`src/serdes_cfg.svh`:
```
// Timing counts, offsets and field positions shared by both ends of the quad serdes link
`ifndef SERDES_CFG_SVH
`define SERDES_CFG_SVH

// ****************************************************************
// Link shape
// ****************************************************************
`define NUM_CH 4
`define CHAR_BITS 10
`define COMMA_PAT 7'h7c
`define ALIGN_POS 5'h6
`define BITS_SLOW 5'h14
`define BITS_FAST 5'ha

// ****************************************************************
// Timing, system clock 100 MHz
// ****************************************************************
`define CLK_PERIOD_NS 10
`define BIT_NS 40
`define BIT_CYC (`BIT_NS / `CLK_PERIOD_NS)
`define TX_LAT_BITS 7
`define SYNC_DLY 3
`define TX_LAT_CYC ((`TX_LAT_BITS * `BIT_CYC) - `SYNC_DLY)
`define REF_HALF_CYC ((`CHAR_BITS * `BIT_CYC) / 2)
`define RX_SAMPLE_PH 2'h2

// ****************************************************************
// Controller register map (byte addresses) and fields
// ****************************************************************
`define REG_CTRL 6'h00
`define REG_TXD_BASE 2'h1
`define REG_RXD_BASE 2'h2
`define REG_STATUS 6'h30
`define REG_MASK 6'h34
`define CTRL_LOOP 0
`define CTRL_ALIGN 1
`define CTRL_RATE 2
`define RXD_COMMA 10
`define STAT_COMMA 0
`define STAT_CHAR 4

`endif

```
`src/serdes_pkg.sv`:
```
// Types shared by the device end and the controller end of the quad serdes link
package serdes_pkg;
`include "serdes_cfg.svh"

typedef logic [`CHAR_BITS-1:0] char_t;
typedef logic [`NUM_CH-1:0] lane_t;

typedef struct packed {
	logic ref_s1;
	logic ref_s2;
	logic ref_d;
	logic [2:0] ctl_s1;
	logic [2:0] ctl_s2;
	char_t [`NUM_CH-1:0] tx_s1;
	char_t [`NUM_CH-1:0] tx_s2;
	char_t [`NUM_CH-1:0] tx_hold;
	char_t [`NUM_CH-1:0] tx_sh;
	logic [5:0] lat;
	logic [1:0] bitc;
	lane_t si_s1;
	lane_t si_s2;
	lane_t si_p;
	logic [`NUM_CH-1:0][1:0] ph;
	char_t [`NUM_CH-1:0] rsr;
	logic [`NUM_CH-1:0][4:0] pos;
	logic [`NUM_CH-1:0][4:0] hold;
	char_t [`NUM_CH-1:0] rx_char;
	lane_t flag;
	lane_t clk1;
	lane_t clk2;
} dev_state_s;

typedef struct packed {
	logic [4:0] div;
	logic ref_clk;
	char_t [`NUM_CH-1:0] txb;
	char_t [`NUM_CH-1:0] txd;
	logic [2:0] ctl;
	lane_t c1_s1;
	lane_t c1_s2;
	lane_t c1_p;
	lane_t c2_s1;
	lane_t c2_s2;
	lane_t c2_p;
	char_t [`NUM_CH-1:0] d_s1;
	char_t [`NUM_CH-1:0] d_s2;
	lane_t f_s1;
	lane_t f_s2;
	logic [`NUM_CH-1:0][10:0] rxd;
	logic [7:0] status;
	logic [7:0] mask;
	logic ack;
	logic [31:0] rdata;
} host_state_s;

endpackage

```
`src/serdes_if.sv`:
```
// Parallel-side link between the quad serdes device and its protocol controller
interface serdes_if;
	import serdes_pkg::*;
	logic ref_clock_in;
	char_t [`NUM_CH-1:0] tx_char_bus;
	logic loopback_en;
	logic align_en;
	logic rx_clk_rate_select;
	char_t [`NUM_CH-1:0] rx_char_bus;
	lane_t rx_clk_first;
	lane_t rx_clk_second;
	lane_t comma_found_flag;

	modport dev (
		input ref_clock_in, tx_char_bus, loopback_en, align_en, rx_clk_rate_select,
		output rx_char_bus, rx_clk_first, rx_clk_second, comma_found_flag
	);
	modport host (
		output ref_clock_in, tx_char_bus, loopback_en, align_en, rx_clk_rate_select,
		input rx_char_bus, rx_clk_first, rx_clk_second, comma_found_flag
	);
endinterface // serdes_if

```
`src/serdes_dev.sv`:
```
// Device end: four channels of serializer, clock recovery, deserializer and comma alignment
//
// Decided for this implementation: the register offsets and the Avalon-MM interface to the registers.
module serdes_dev
	import serdes_pkg::*;
(
	input wire logic CLK_I,
	input wire logic RST_N_I,
	input wire logic [`NUM_CH-1:0] SERIAL_IN_I,
	output logic [`NUM_CH-1:0] SERIAL_OUT_O,
	serdes_if.dev bus
);

	dev_state_s st;
	dev_state_s next_st;

	// ****************************************************************
	// Next state
	// ****************************************************************
	always_comb begin
		logic ref_rise;
		logic loop_on;
		logic align_on;
		logic rate_fast;
		logic sel;
		logic [4:0] nbits;
		logic [4:0] p;
		char_t sr;
		logic word_end;
		logic comma_seen;
		logic [4:0] slip;
		ref_rise = 1'b0;
		loop_on = 1'b0;
		align_on = 1'b0;
		rate_fast = 1'b0;
		sel = 1'b0;
		nbits = `BITS_SLOW;
		p = 5'h0;
		sr = '0;
		word_end = 1'b0;
		comma_seen = 1'b0;
		slip = 5'h0;
		next_st = st;

		// ****************************************************************
		// Synchronisers
		// ****************************************************************
		// Every pin from the controller crosses two flops first
		next_st.ref_s1 = bus.ref_clock_in;
		next_st.ref_s2 = st.ref_s1;
		next_st.ref_d = st.ref_s2;
		next_st.tx_s1 = bus.tx_char_bus;
		next_st.tx_s2 = st.tx_s1;
		next_st.ctl_s1 = {bus.rx_clk_rate_select, bus.align_en, bus.loopback_en};
		next_st.ctl_s2 = st.ctl_s1;

		ref_rise = st.ref_s2 & ~st.ref_d;
		loop_on = st.ctl_s2[`CTRL_LOOP];
		align_on = st.ctl_s2[`CTRL_ALIGN];
		rate_fast = st.ctl_s2[`CTRL_RATE];
		nbits = rate_fast ? `BITS_FAST : `BITS_SLOW;

		// ****************************************************************
		// Transmit
		// ****************************************************************
		// The bus changes half a reference period from the rise, and data and
		// reference share the same synchroniser depth, so the capture is clean.
		if (ref_rise) begin
			next_st.tx_hold = st.tx_s2;
			next_st.lat = 6'(`TX_LAT_CYC);
		end else if (st.lat != 6'h0) begin
			next_st.lat = st.lat - 6'h1;
		end

		if (st.bitc == 2'(`BIT_CYC - 1)) begin
			next_st.bitc = 2'h0;
		end else begin
			next_st.bitc = st.bitc + 2'h1;
		end

		// Loading on the latency count keeps one character per reference period;
		// the previous character has just shifted out when the next one loads.
		if (st.lat == 6'h1) begin
			next_st.tx_sh = st.tx_hold;
			next_st.bitc = 2'h0;
		end else if (st.bitc == 2'(`BIT_CYC - 1)) begin
			for (int i = 0; i < `NUM_CH; i++) begin
				next_st.tx_sh[i] = {1'b0, st.tx_sh[i][`CHAR_BITS-1:1]};
			end
		end

		// ****************************************************************
		// Receive
		// ****************************************************************
		for (int i = 0; i < `NUM_CH; i++) begin
			next_st.si_s1[i] = SERIAL_IN_I[i];
			next_st.si_s2[i] = st.si_s1[i];
			sel = loop_on ? st.tx_sh[i][0] : st.si_s2[i];
			next_st.si_p[i] = sel;

			// ****************************************************************
			// Phase tracking
			// ****************************************************************
			// Phase restarts on each transition, so the sample sits mid bit;
			// with no transitions the phase free-runs and clocks keep going.
			if (sel != st.si_p[i]) begin
				next_st.ph[i] = 2'h1;
			end else begin
				next_st.ph[i] = st.ph[i] + 2'h1;
			end

			if (st.ph[i] == `RX_SAMPLE_PH) begin
				sr = {sel, st.rsr[i][`CHAR_BITS-1:1]};
				next_st.rsr[i] = sr;
				if (st.hold[i] != 5'h0) begin
					// Position held: the current clock level is stretched
					next_st.hold[i] = st.hold[i] - 5'h1;
				end else begin
					if (st.pos[i] >= nbits - 5'h1) begin
						next_st.pos[i] = 5'h0;
					end else begin
						next_st.pos[i] = st.pos[i] + 5'h1;
					end

					// ****************************************************************
					// Word capture and comma alignment
					// ****************************************************************
					// Bits enter at the top, so the first received bit ends at bit 0
					word_end = (st.pos[i] == 5'h9) || (st.pos[i] == 5'h13);
					comma_seen = align_on && (sr[`CHAR_BITS-1:3] == `COMMA_PAT);
					slip = (st.pos[i] >= `ALIGN_POS) ? st.pos[i] - `ALIGN_POS : st.pos[i] + nbits - `ALIGN_POS;
					if (word_end) begin
						next_st.rx_char[i] = sr;
						next_st.flag[i] = (sr[6:0] == `COMMA_PAT);
					end
					// Aligned means last comma bit at position 6 of a word whose
					// position count sits in the first half of the slow period.
					// Commas seen while a stretch runs are ignored; the next one is caught
					if (comma_seen && slip != 5'h0) begin
						next_st.hold[i] = slip;
					end
				end
			end

			// ****************************************************************
			// Recovered clocks
			// ****************************************************************
			// Data changes at position 0 or 10; clocks rise five bits later
			// Single-clock mode holds the first clock low so the controller ignores it
			p = next_st.pos[i];
			if (rate_fast) begin
				next_st.clk2[i] = (p >= 5'h5) && (p < 5'ha);
				next_st.clk1[i] = 1'b0;
			end else begin
				next_st.clk2[i] = (p >= 5'hf) || (p < 5'h5);
				next_st.clk1[i] = ~next_st.clk2[i];
			end
		end
	end

	// ****************************************************************
	// State register
	// ****************************************************************
	// Clocks are low in reset; the second clock goes high the cycle after, as position 0 lies in its high window in slow mode
	always_ff @(posedge CLK_I) begin
		if (!RST_N_I) begin
			st <= '0;
		end else begin
			st <= next_st;
		end
	end

	// ****************************************************************
	// Outputs
	// ****************************************************************
	always_comb begin
		for (int i = 0; i < `NUM_CH; i++) begin
			// Straight from a flop, so the line carries no glitches
			SERIAL_OUT_O[i] = st.tx_sh[i][0];
		end
	end

	assign bus.rx_char_bus = st.rx_char;
	assign bus.rx_clk_first = st.clk1;
	assign bus.rx_clk_second = st.clk2;
	assign bus.comma_found_flag = st.flag;

endmodule // serdes_dev

```
`src/flat_wrapper.sv`:
```
// flat-port wrapper written by rule: the top's interface ports become plain ports
module serdes_dev_flat import serdes_pkg::*;
  (CLK_I, RST_N_I, SERIAL_IN_I, SERIAL_OUT_O, bus_ref_clock_in, bus_tx_char_bus, bus_loopback_en, bus_align_en, bus_rx_clk_rate_select, bus_rx_char_bus, bus_rx_clk_first, bus_rx_clk_second, bus_comma_found_flag);
  serdes_if bus_i ();
  input wire logic CLK_I;
  input wire logic RST_N_I;
  input wire logic [`NUM_CH-1:0] SERIAL_IN_I;
  output logic [`NUM_CH-1:0] SERIAL_OUT_O;
  input wire logic [$bits(bus_i.ref_clock_in)-1:0] bus_ref_clock_in;
  input wire logic [$bits(bus_i.tx_char_bus)-1:0] bus_tx_char_bus;
  input wire logic [$bits(bus_i.loopback_en)-1:0] bus_loopback_en;
  input wire logic [$bits(bus_i.align_en)-1:0] bus_align_en;
  input wire logic [$bits(bus_i.rx_clk_rate_select)-1:0] bus_rx_clk_rate_select;
  output wire logic [$bits(bus_i.rx_char_bus)-1:0] bus_rx_char_bus;
  output wire logic [$bits(bus_i.rx_clk_first)-1:0] bus_rx_clk_first;
  output wire logic [$bits(bus_i.rx_clk_second)-1:0] bus_rx_clk_second;
  output wire logic [$bits(bus_i.comma_found_flag)-1:0] bus_comma_found_flag;
  assign bus_i.ref_clock_in = bus_ref_clock_in;
  assign bus_i.tx_char_bus = bus_tx_char_bus;
  assign bus_i.loopback_en = bus_loopback_en;
  assign bus_i.align_en = bus_align_en;
  assign bus_i.rx_clk_rate_select = bus_rx_clk_rate_select;
  assign bus_rx_char_bus = bus_i.rx_char_bus;
  assign bus_rx_clk_first = bus_i.rx_clk_first;
  assign bus_rx_clk_second = bus_i.rx_clk_second;
  assign bus_comma_found_flag = bus_i.comma_found_flag;
  serdes_dev u_core (.CLK_I(CLK_I), .RST_N_I(RST_N_I), .SERIAL_IN_I(SERIAL_IN_I), .SERIAL_OUT_O(SERIAL_OUT_O), .bus(bus_i));
endmodule
```
`config.mk`:
```
export PLATFORM = sky130hd
export DESIGN_NAME = serdes_dev_flat
export DESIGN_NICKNAME = d
export VERILOG_FILES = /design/src/serdes_pkg.sv /design/src/serdes_if.sv /design/src/serdes_dev.sv /design/src/flat_wrapper.sv
export VERILOG_INCLUDE_DIRS = /design/src
export SDC_FILE = /design/constraint.sdc
export NUM_CORES = 1
export LEC_CHECK = 0
export BUFFER_PORTS_ARGS = -buffer_cell sky130_fd_sc_hd__buf_2
export CAP_MARGIN = 20
export CORE_ASPECT_RATIO = 0.5
export CORE_UTILIZATION = 38
export DETAILED_ROUTE_END_ITERATION = 6
export GPL_ROUTABILITY_DRIVEN = 0
export MAX_ROUTING_LAYER = met4
export PLACE_DENSITY = 0.53
export SLEW_MARGIN = 20
export SYNTH_ARGS = -nofsm -noshare
export SYNTH_HDL_FRONTEND = slang
export SYNTH_SLANG_ARGS = --single-unit
```
`constraint.sdc`:
```
create_clock -name CLK_I -period 3.92 [get_ports CLK_I]
set_input_delay 0.588 -clock CLK_I [delete_from_list [all_inputs] [get_ports CLK_I]]
set_output_delay 0.588 -clock CLK_I [all_outputs]
set_load 0.01 [all_outputs]
```
==> results.py, run 1 <==
metrics = {
    "clocking": {
        "clk_pin_slew_worst_paths_ns": 0.07,
        "tritoncts": "built",
        "clkLatencyLatePin_ns": 0.58,
        "root_buffer": "clkbuf_16",
        "cts_buffers": 31,
        "cts_resized": 0,
        "post_cts_buffers": 0,
        "cts_htree_levels": 1,
        "clockBufferDepth": 3,
        "clock-sinks": 325,
        "ctsHoldBuffers": 0,
    },
    "sta": {
        "fmaxAchievable_ghz": 0.2954,
        "fin_crit_ns": 3.386,
        "slew_headroom_pct": 36.71,
        "rsz0062_at_grt": "false",
        "setup_slack_ns": 0.5345,
        "hold_viol_final": 0,
        "setup_tns_ns": 0,
        "min_period_over_period_pct": 86.37,
        "worst_slew_pin_slew_ns": 0.9473,
        "setup_viol": 0,
        "skew_ns": 0.009076,
        "slew_violations": 0,
        "whs_ns": 0.2140,
    },
    "global_route": {
        "overflow": 0,
        "globalRouteMet1Util_pct": 20.41,
        "grt_pass1_wl_mm": 48.42,
        "grt_antenna_before_repair": 1,
        "first_global_vias": 10006,
        "met2_usage_pct": 24.19,
        "grt_use_total_pct": 15.41,
        "grtUsageMet3_pct": 2.753,
        "top_usage_layer": "met2",
        "grt_max_degree": 107,
    },
    "yosys": {
        "synth_area_per_cell_um2": 9.239,
        "seq_area_frac_synth_pct": 45.88,
        "ys_ff_latch": 325,
        "async_flop_share_pct": 0,
        "synth_edf_count": 0,
        "ys_types": 79,
        "synthCells": 1535,
        "yosys_warnings": 0,
        "synth_ff_type": "dfxtp_1",
        "synth_fp_nets": 1648,
        "syn_area_um2": 14180,
    },
    "drt": {
        "wl_per_cell_um": 13.87,
        "first_iter_violations": 635,
        "wl_mm": 28.48,
        "ant_nets": 0,
        "avgViaCountPerCell": 5.047,
        "drc": 0,
        "drt_first_pass_iters": 5,
        "vias": 10361,
    },
    "setup_path": {
        "crit_fanout": 18,
        "reg2reg_depth": 11,
        "slowest_stage": "inv_1",
        "path_class": "reg2reg",
        "cpPeakStageDelay_ns": 0.46,
        "cp-start-kind": "flop",
        "cp.arrival_ns": 3.87,
        "end_kind": "flop",
        "cp_cell_sequence": "inv_1, ha_1, ha_1, fa_1, xnor2_1, xnor2_1, o311ai_0, o21ai_0, a31oi_1, o21ai_0, o31ai_1",
        "cp.required_ns": 4.41,
    },
    "status": {
        "status": "finished, final reports clean",
    },
    "cells_and_area": {
        "design_area_um2": 15810,
        "layout_common_cells": "dfxtp_1, nor2_1, nand2_1",
        "drive_gt1_share_pct": 12.69,
        "final_common_cell": "dfxtp_1",
        "multi_input_area_um2": 6815,
        "final_cell_count_no_fill": 2053,
        "syn_to_final_growth_pct": 11.49,
        "num-nets-final": 1658,
        "seq_area_um2": 6506,
        "nFillCells": 3559,
    },
    "floorplanning": {
        "start_util_pct": 39.01,
        "chipHeight_um": 138.6,
        "io_pins": 106,
        "coreArea_um2": 36360,
        "fp-row-count": 49,
        "dieArea_um2": 38140,
        "die_w_um": 275.2,
    },
    "power_and_ir_drop": {
        "vdd_drop_max_mv": 0.3268,
        "power_density_nw_per_um2": 510.9,
        "p_leak_nw": 6.152,
    },
    "placed_design": {
        "pre_cts_ws_ns": 0.6550,
        "dp_cells": 1996,
        "numPortBuffers": 105,
        "dp_hpwl_mm": 18.75,
        "placed_area_um2": 14710,
    },
    "worst_hold_path": {
        "hold_depth": 2,
        "hold_class": "in2reg",
    },
    "flow_run": {
        "maxCapViolations": 0,
    },
}
-- power breakdown --
part | internal (mW) | total (mW) | switching [mW] | leakage, nW
logic | 0.499 | 1.16 | 0.659 | 2.98
clock network | 1.85 | 3.16 | 1.30 | 0.524
registers | 3.58 | 3.76 | 0.184 | 2.65
-- logic make-up after synthesis --
| kind of cell | count (synthesis) | share of synthesized area, % |
|---|---|---|
| simple gates | 573 | 20.10 |
| flops | 325 | 45.88 |
| compound gates | 248 | 11.82 |
| buf+inv | 184 | 6.449 |
| mux | 123 | 8.708 |
| fa+ha+maj | 63 | 5.770 |
| xor+xnor | 19 | 1.270 |
-- worst max-delay path, delay by kind of cell, from the launching register on --
family,cells,cell delay [ns]
AOI/OAI and AO/OA,5,1.29
adders and majority gates,3,0.95
buffers and inverters,1,0.46
DFF,1,0.31
xor gates and xnor gates,2,0.29
-- flip-flops by register name, indices dropped and copies added (netlist names) --
name and flops:
u_core.SERIAL_OUT_O 4, u_core.bus.comma_found_flag 4, u_core.bus.rx_char_bus 40, u_core.bus.rx_clk_first 4
u_core.bus.rx_clk_second 4, u_core.next_st 49, u_core.st 220
-- final timing paths --
check                   endpoint  slack (ns)           startpoint
min reg2reg       u_core.st[265]        0.42  u_core.next_st[265]
max                u_core.st[66]        0.53       u_core.st[322]
max reg2reg        u_core.st[66]        0.53       u_core.st[322]
min          u_core.next_st[278]        0.21  bus_tx_char_bus[38]
-- through the flow --
step	total power, mW	util [%]
6_report	8.078	43.49
3_5_place_dp	4.991	40.47
5_1_grt	8.531	43.49
3_3_place_gp	4.960	40.47
4_1_cts	8.196	43.43
2_1_floorplan	4.718	-
-- synthesized netlist by cell type, types with 6 or more instances --
cell | count | area share (%)
dfxtp_1 | 325 | 46
nor2_1 | 187 | 4.9
nand2_1 | 135 | 3.6
mux2i_1 | 120 | 8.5
and2_1 | 107 | 4.7
a21oi_1 | 80 | 2.8
clkbuf_1 | 64 | 1.7
ha_1 | 59 | 5.2
buf_4 | 57 | 3.0
a211oi_1 | 49 | 2.6
inv_1 | 42 | 1.1
o21ai_0 | 31 | 1.1
nor3_1 | 27 | 0.95
nand3_1 | 24 | 0.85
nand2b_1 | 14 | 0.62
buf_1 | 12 | 0.32
nor3b_1 | 12 | 0.64
xnor2_1 | 11 | 0.68
nor2b_1 | 10 | 0.44
a31oi_1 | 9 | 0.40
a22oi_1 | 8 | 0.42
nor4_1 | 8 | 0.35
o31ai_1 | 8 | 0.42
buf_2 | 7 | 0.25
nand3b_1 | 7 | 0.37
xor2_1 | 7 | 0.43
a32oi_1 | 6 | 0.37
o311ai_0 | 6 | 0.37
-- routing by layer --
| metal | share of wire [%] | vias up |
|---|---|---|
| li1 | - | 5242 |
| met2 | 45 | 200 |
| met5 | 0 | - |
| met1 | 49 | 4871 |
| met4 | 2.2 | 0 |
| met3 | 4.0 | 48 |
-- area by class of cell --
type | count | area share (%)
well taps | 484 | 3.830
flip-flops and latches | 325 | 41.15
repair buffers | 118 | 4.036
clock buffers | 40 | 5.310
clock inverters | 16 | 1.496
diodes | 1 | 0.01583
multi-input cells | 1026 | 43.11
inverters | 43 | 1.053
Power figures use the tool's default switching activity.
==> run 2, diff against run 1 <==
--- a/config.mk
+++ b/config.mk
@@ -6,6 +6,7 @@
 export SDC_FILE = /design/constraint.sdc
 export NUM_CORES = 1
 export LEC_CHECK = 0
+export ABC_AREA = 1
 export BUFFER_PORTS_ARGS = -buffer_cell sky130_fd_sc_hd__buf_2
 export CAP_MARGIN = 20
 export CORE_ASPECT_RATIO = 0.5
@@ -14,6 +15,7 @@
 export GPL_ROUTABILITY_DRIVEN = 0
 export MAX_ROUTING_LAYER = met4
 export PLACE_DENSITY = 0.53
+export SETUP_SLACK_MARGIN = 0.1
 export SLEW_MARGIN = 20
 export SYNTH_ARGS = -nofsm -noshare
 export SYNTH_HDL_FRONTEND = slang
==> constraint.sdc (replaced) <==
create_clock -name CLK_I -period 3.92 [get_ports CLK_I]
set_input_delay 0.392 -clock CLK_I [delete_from_list [all_inputs] [get_ports CLK_I]]
set_output_delay 0.392 -clock CLK_I [all_outputs]
set_load 0.01 [all_outputs]
==> run 2 against run 1 <==
  * Routed wire length up 11%
  * Critical endpoint is now u_core.st[53]
  * Worst hold slack improved by 0.12 ns
  * Via count increased by 12%
  * Count of clock-buffer cells in the layout rose by 5
  * Utilization up 0.97 points
  * Global-route usage grew 1.2 points
==> results.py, run 2 <==
metrics = {
    "clocking": {
        "clock-sinks": 325,
        "clk_pin_slew_worst_paths_ns": 0.07,
        "ctsHoldBuffers": 48,
        "post_cts_buffers": 0,
        "clkLatencyLatePin_ns": 0.60,
        "cts_resized": 0,
        "cts_htree_levels": 1,
        "cts_buffers": 30,
        "clockBufferDepth": 3,
        "tritoncts": "built",
        "root_buffer": "clkbuf_16",
    },
    "setup_path": {
        "reg2reg_depth": 18,
        "end_kind": "flop",
        "r2r_setup_slack_ns": 0.96,
        "cp-start-kind": "flop",
        "path_common_cell": "nand2_1",
        "slowest_stage": "dfxtp_1",
        "cp.required_ns": 4.36,
        "cpPeakStageDelay_ns": 0.56,
        "cp_cell_sequence": "inv_1, ha_1, ha_1, fa_1, inv_1, nand2_1, nand2_1, nand2_1, nand2_1, nand2_1, nand2_1, inv_1, nand2_1, nand2_2, nand2_4, nand2_4, nand2_2, a21oi_2",
        "cp.arrival_ns": 3.40,
        "crit_fanout": 16,
        "path_class": "reg2reg",
    },
    "power_and_ir_drop": {
        "power_density_nw_per_um2": 473.8,
        "power_mw": 7.932,
        "vdd_drop_max_mv": 0.3116,
        "p_leak_nw": 8.029,
    },
    "sta": {
        "setup_tns_ns": 0,
        "slew_headroom_pct": 48.69,
        "slew_violations": 0,
        "setup_slack_ns": 0.9580,
        "whs_ns": 0.3320,
        "fin_crit_ns": 2.962,
        "min_period_over_period_pct": 75.56,
        "skew_ns": 0.03881,
        "worst_slew_pin_slew_ns": 0.7686,
        "fmaxAchievable_ghz": 0.3376,
        "rsz0062_at_grt": "false",
        "hold_viol_final": 0,
        "setup_viol": 0,
    },
    "yosys": {
        "yosys_warnings": 0,
        "async_flop_share_pct": 0,
        "yosys.area_share.simple_pct": 23.80,
        "ys_ff_latch": 325,
        "muxShareOfSynthArea_pct": 0.06843,
        "synth_area_per_cell_um2": 7.582,
        "synth_ff_type": "dfxtp_1",
        "synthXorXnorAreaFrac_pct": 0.6587,
        "synth_top_family_by_area": "simple AND/OR/NAND/NOR gates",
        "synthTopCellsByArea": "dfxtp_1, nand2_1, inv_1",
        "seq_area_frac_synth_pct": 44.48,
        "ys_top_cells_by_count": "nand2_1, dfxtp_1, inv_1",
        "syn_area_um2": 14630,
        "synthCells": 1929,
        "synth_edf_count": 0,
        "synth_fp_nets": 2042,
        "synth.most_common_cell": "nand2_1",
        "synth_top_area_share_pct": 44.48,
        "ys_types": 46,
        "synthAdderAreaFrac_pct": 5.595,
        "synth_top_cell_by_area": "dfxtp_1",
        "synth-compound-area-share_pct": 13.01,
    },
    "floorplanning": {
        "start_util_pct": 38.84,
        "coreArea_um2": 37660,
        "io_pins": 106,
        "die_w_um": 279.5,
        "chipHeight_um": 140.7,
        "dieArea_um2": 39330,
        "fp-row-count": 50,
    },
    "global_route": {
        "grt_use_total_pct": 16.57,
        "grt_max_degree": 106,
        "grt_antenna_before_repair": 0,
        "first_global_vias": 10762,
        "overflow": 0,
        "grt_pass1_wl_mm": 52.96,
    },
    "drt": {
        "vias": 11561,
        "avgViaCountPerCell": 4.548,
        "ant_nets": 0,
        "drc": 0,
        "wl_per_cell_um": 12.44,
        "wl_mm": 31.63,
        "first_iter_violations": 612,
        "drt_first_pass_iters": 5,
    },
    "cells_and_area": {
        "antenna_cells": 0,
        "largest_register_ffs": 220,
        "drive_gt1_share_pct": 14.05,
        "final_util_pct": 44.46,
        "final_cell_count_no_fill": 2542,
        "top_register": "u_core.st",
        "syn_to_final_growth_pct": 14.47,
        "layout_common_cells": "nand2_1, dfxtp_1, inv_1",
        "final_common_cell": "nand2_1",
        "num-nets-final": 2112,
        "design_area_um2": 16740,
    },
    "worst_hold_path": {
        "hold_depth": 3,
        "hold_class": "in2reg",
    },
    "placed_design": {
        "pre_cts_ws_ns": 0.9580,
        "numPortBuffers": 105,
        "dp_cells": 2439,
        "dp_hpwl_mm": 20.64,
        "placed_area_um2": 15200,
    },
    "status": {
        "status": "finished, final reports clean",
    },
    "flow_run": {
        "maxCapViolations": 0,
    },
}
-- run 2: changes by cell type after synthesis, moves of 37 or more --
cell      before  now
nand2_1      135  365
inv_1         42  266
o21ai_0       31  175
mux2i_1      120    1
and2_1       107    1
nand3_1       24   86
a211oi_1      49   12
-- run 2: path summary, 6_finish.rpt --
path,end,startpoint
max,u_core.st[53],u_core.st[322]
min,u_core.next_st[326],RST_N_I
max reg2reg,u_core.st[53],u_core.st[322]
min reg2reg,u_core.st[274],u_core.next_st[274]
-- run 2: area by class of cell --
| type | count | area [µm²] |
|---|---|---|
| Multi-Input combinational cell | 1188 | 6316 |
| Tap cell | 520 | 650.6 |
| Clock buffer | 45 | 907.1 |
| Timing Repair Buffer | 166 | 1122 |
| Inverter | 288 | 1084 |
| Fill cell | 3948 | 20920 |
| Sequential cell | 325 | 6506 |
| Clock inverter | 10 | 156.4 |
-- run 2: critical path: cells and delay by family (launching register included) --
kind	cells	cell delay [ns]
adders and majority gates	3	1.00
and+or+nand+nor	11	0.72
DFF	1	0.56
buffers and inverters	3	0.51
AOI/OAI and AO/OA	1	0.04
-- run 2: where the power goes --
group	internal [mW]	total (mW)	switching (mW)
registers	3.58	3.72	0.132
clock network	1.80	3.10	1.30
logic	0.396	1.12	0.722
total	5.78	7.93	2.15
-- run 2: cells by family after synthesis --
family                   Yosys count
AND/OR/NAND/NOR                  767
buffers and inverters            416
AO/OA/AOI/OAI                    346
flip-flops                       325
adder cells (fa/ha/maj)           63
XOR/XNOR                          11
multiplexers                       1
-- run 2: metal layers --
metal	GRT usage (%)	vias up	share of wire, %
met5	-	-	0
met4	3.883	0	2.1
met3	2.536	46	2.8
met2	26.36	146	44
met1	22.15	5150	52
li1	-	6219	-
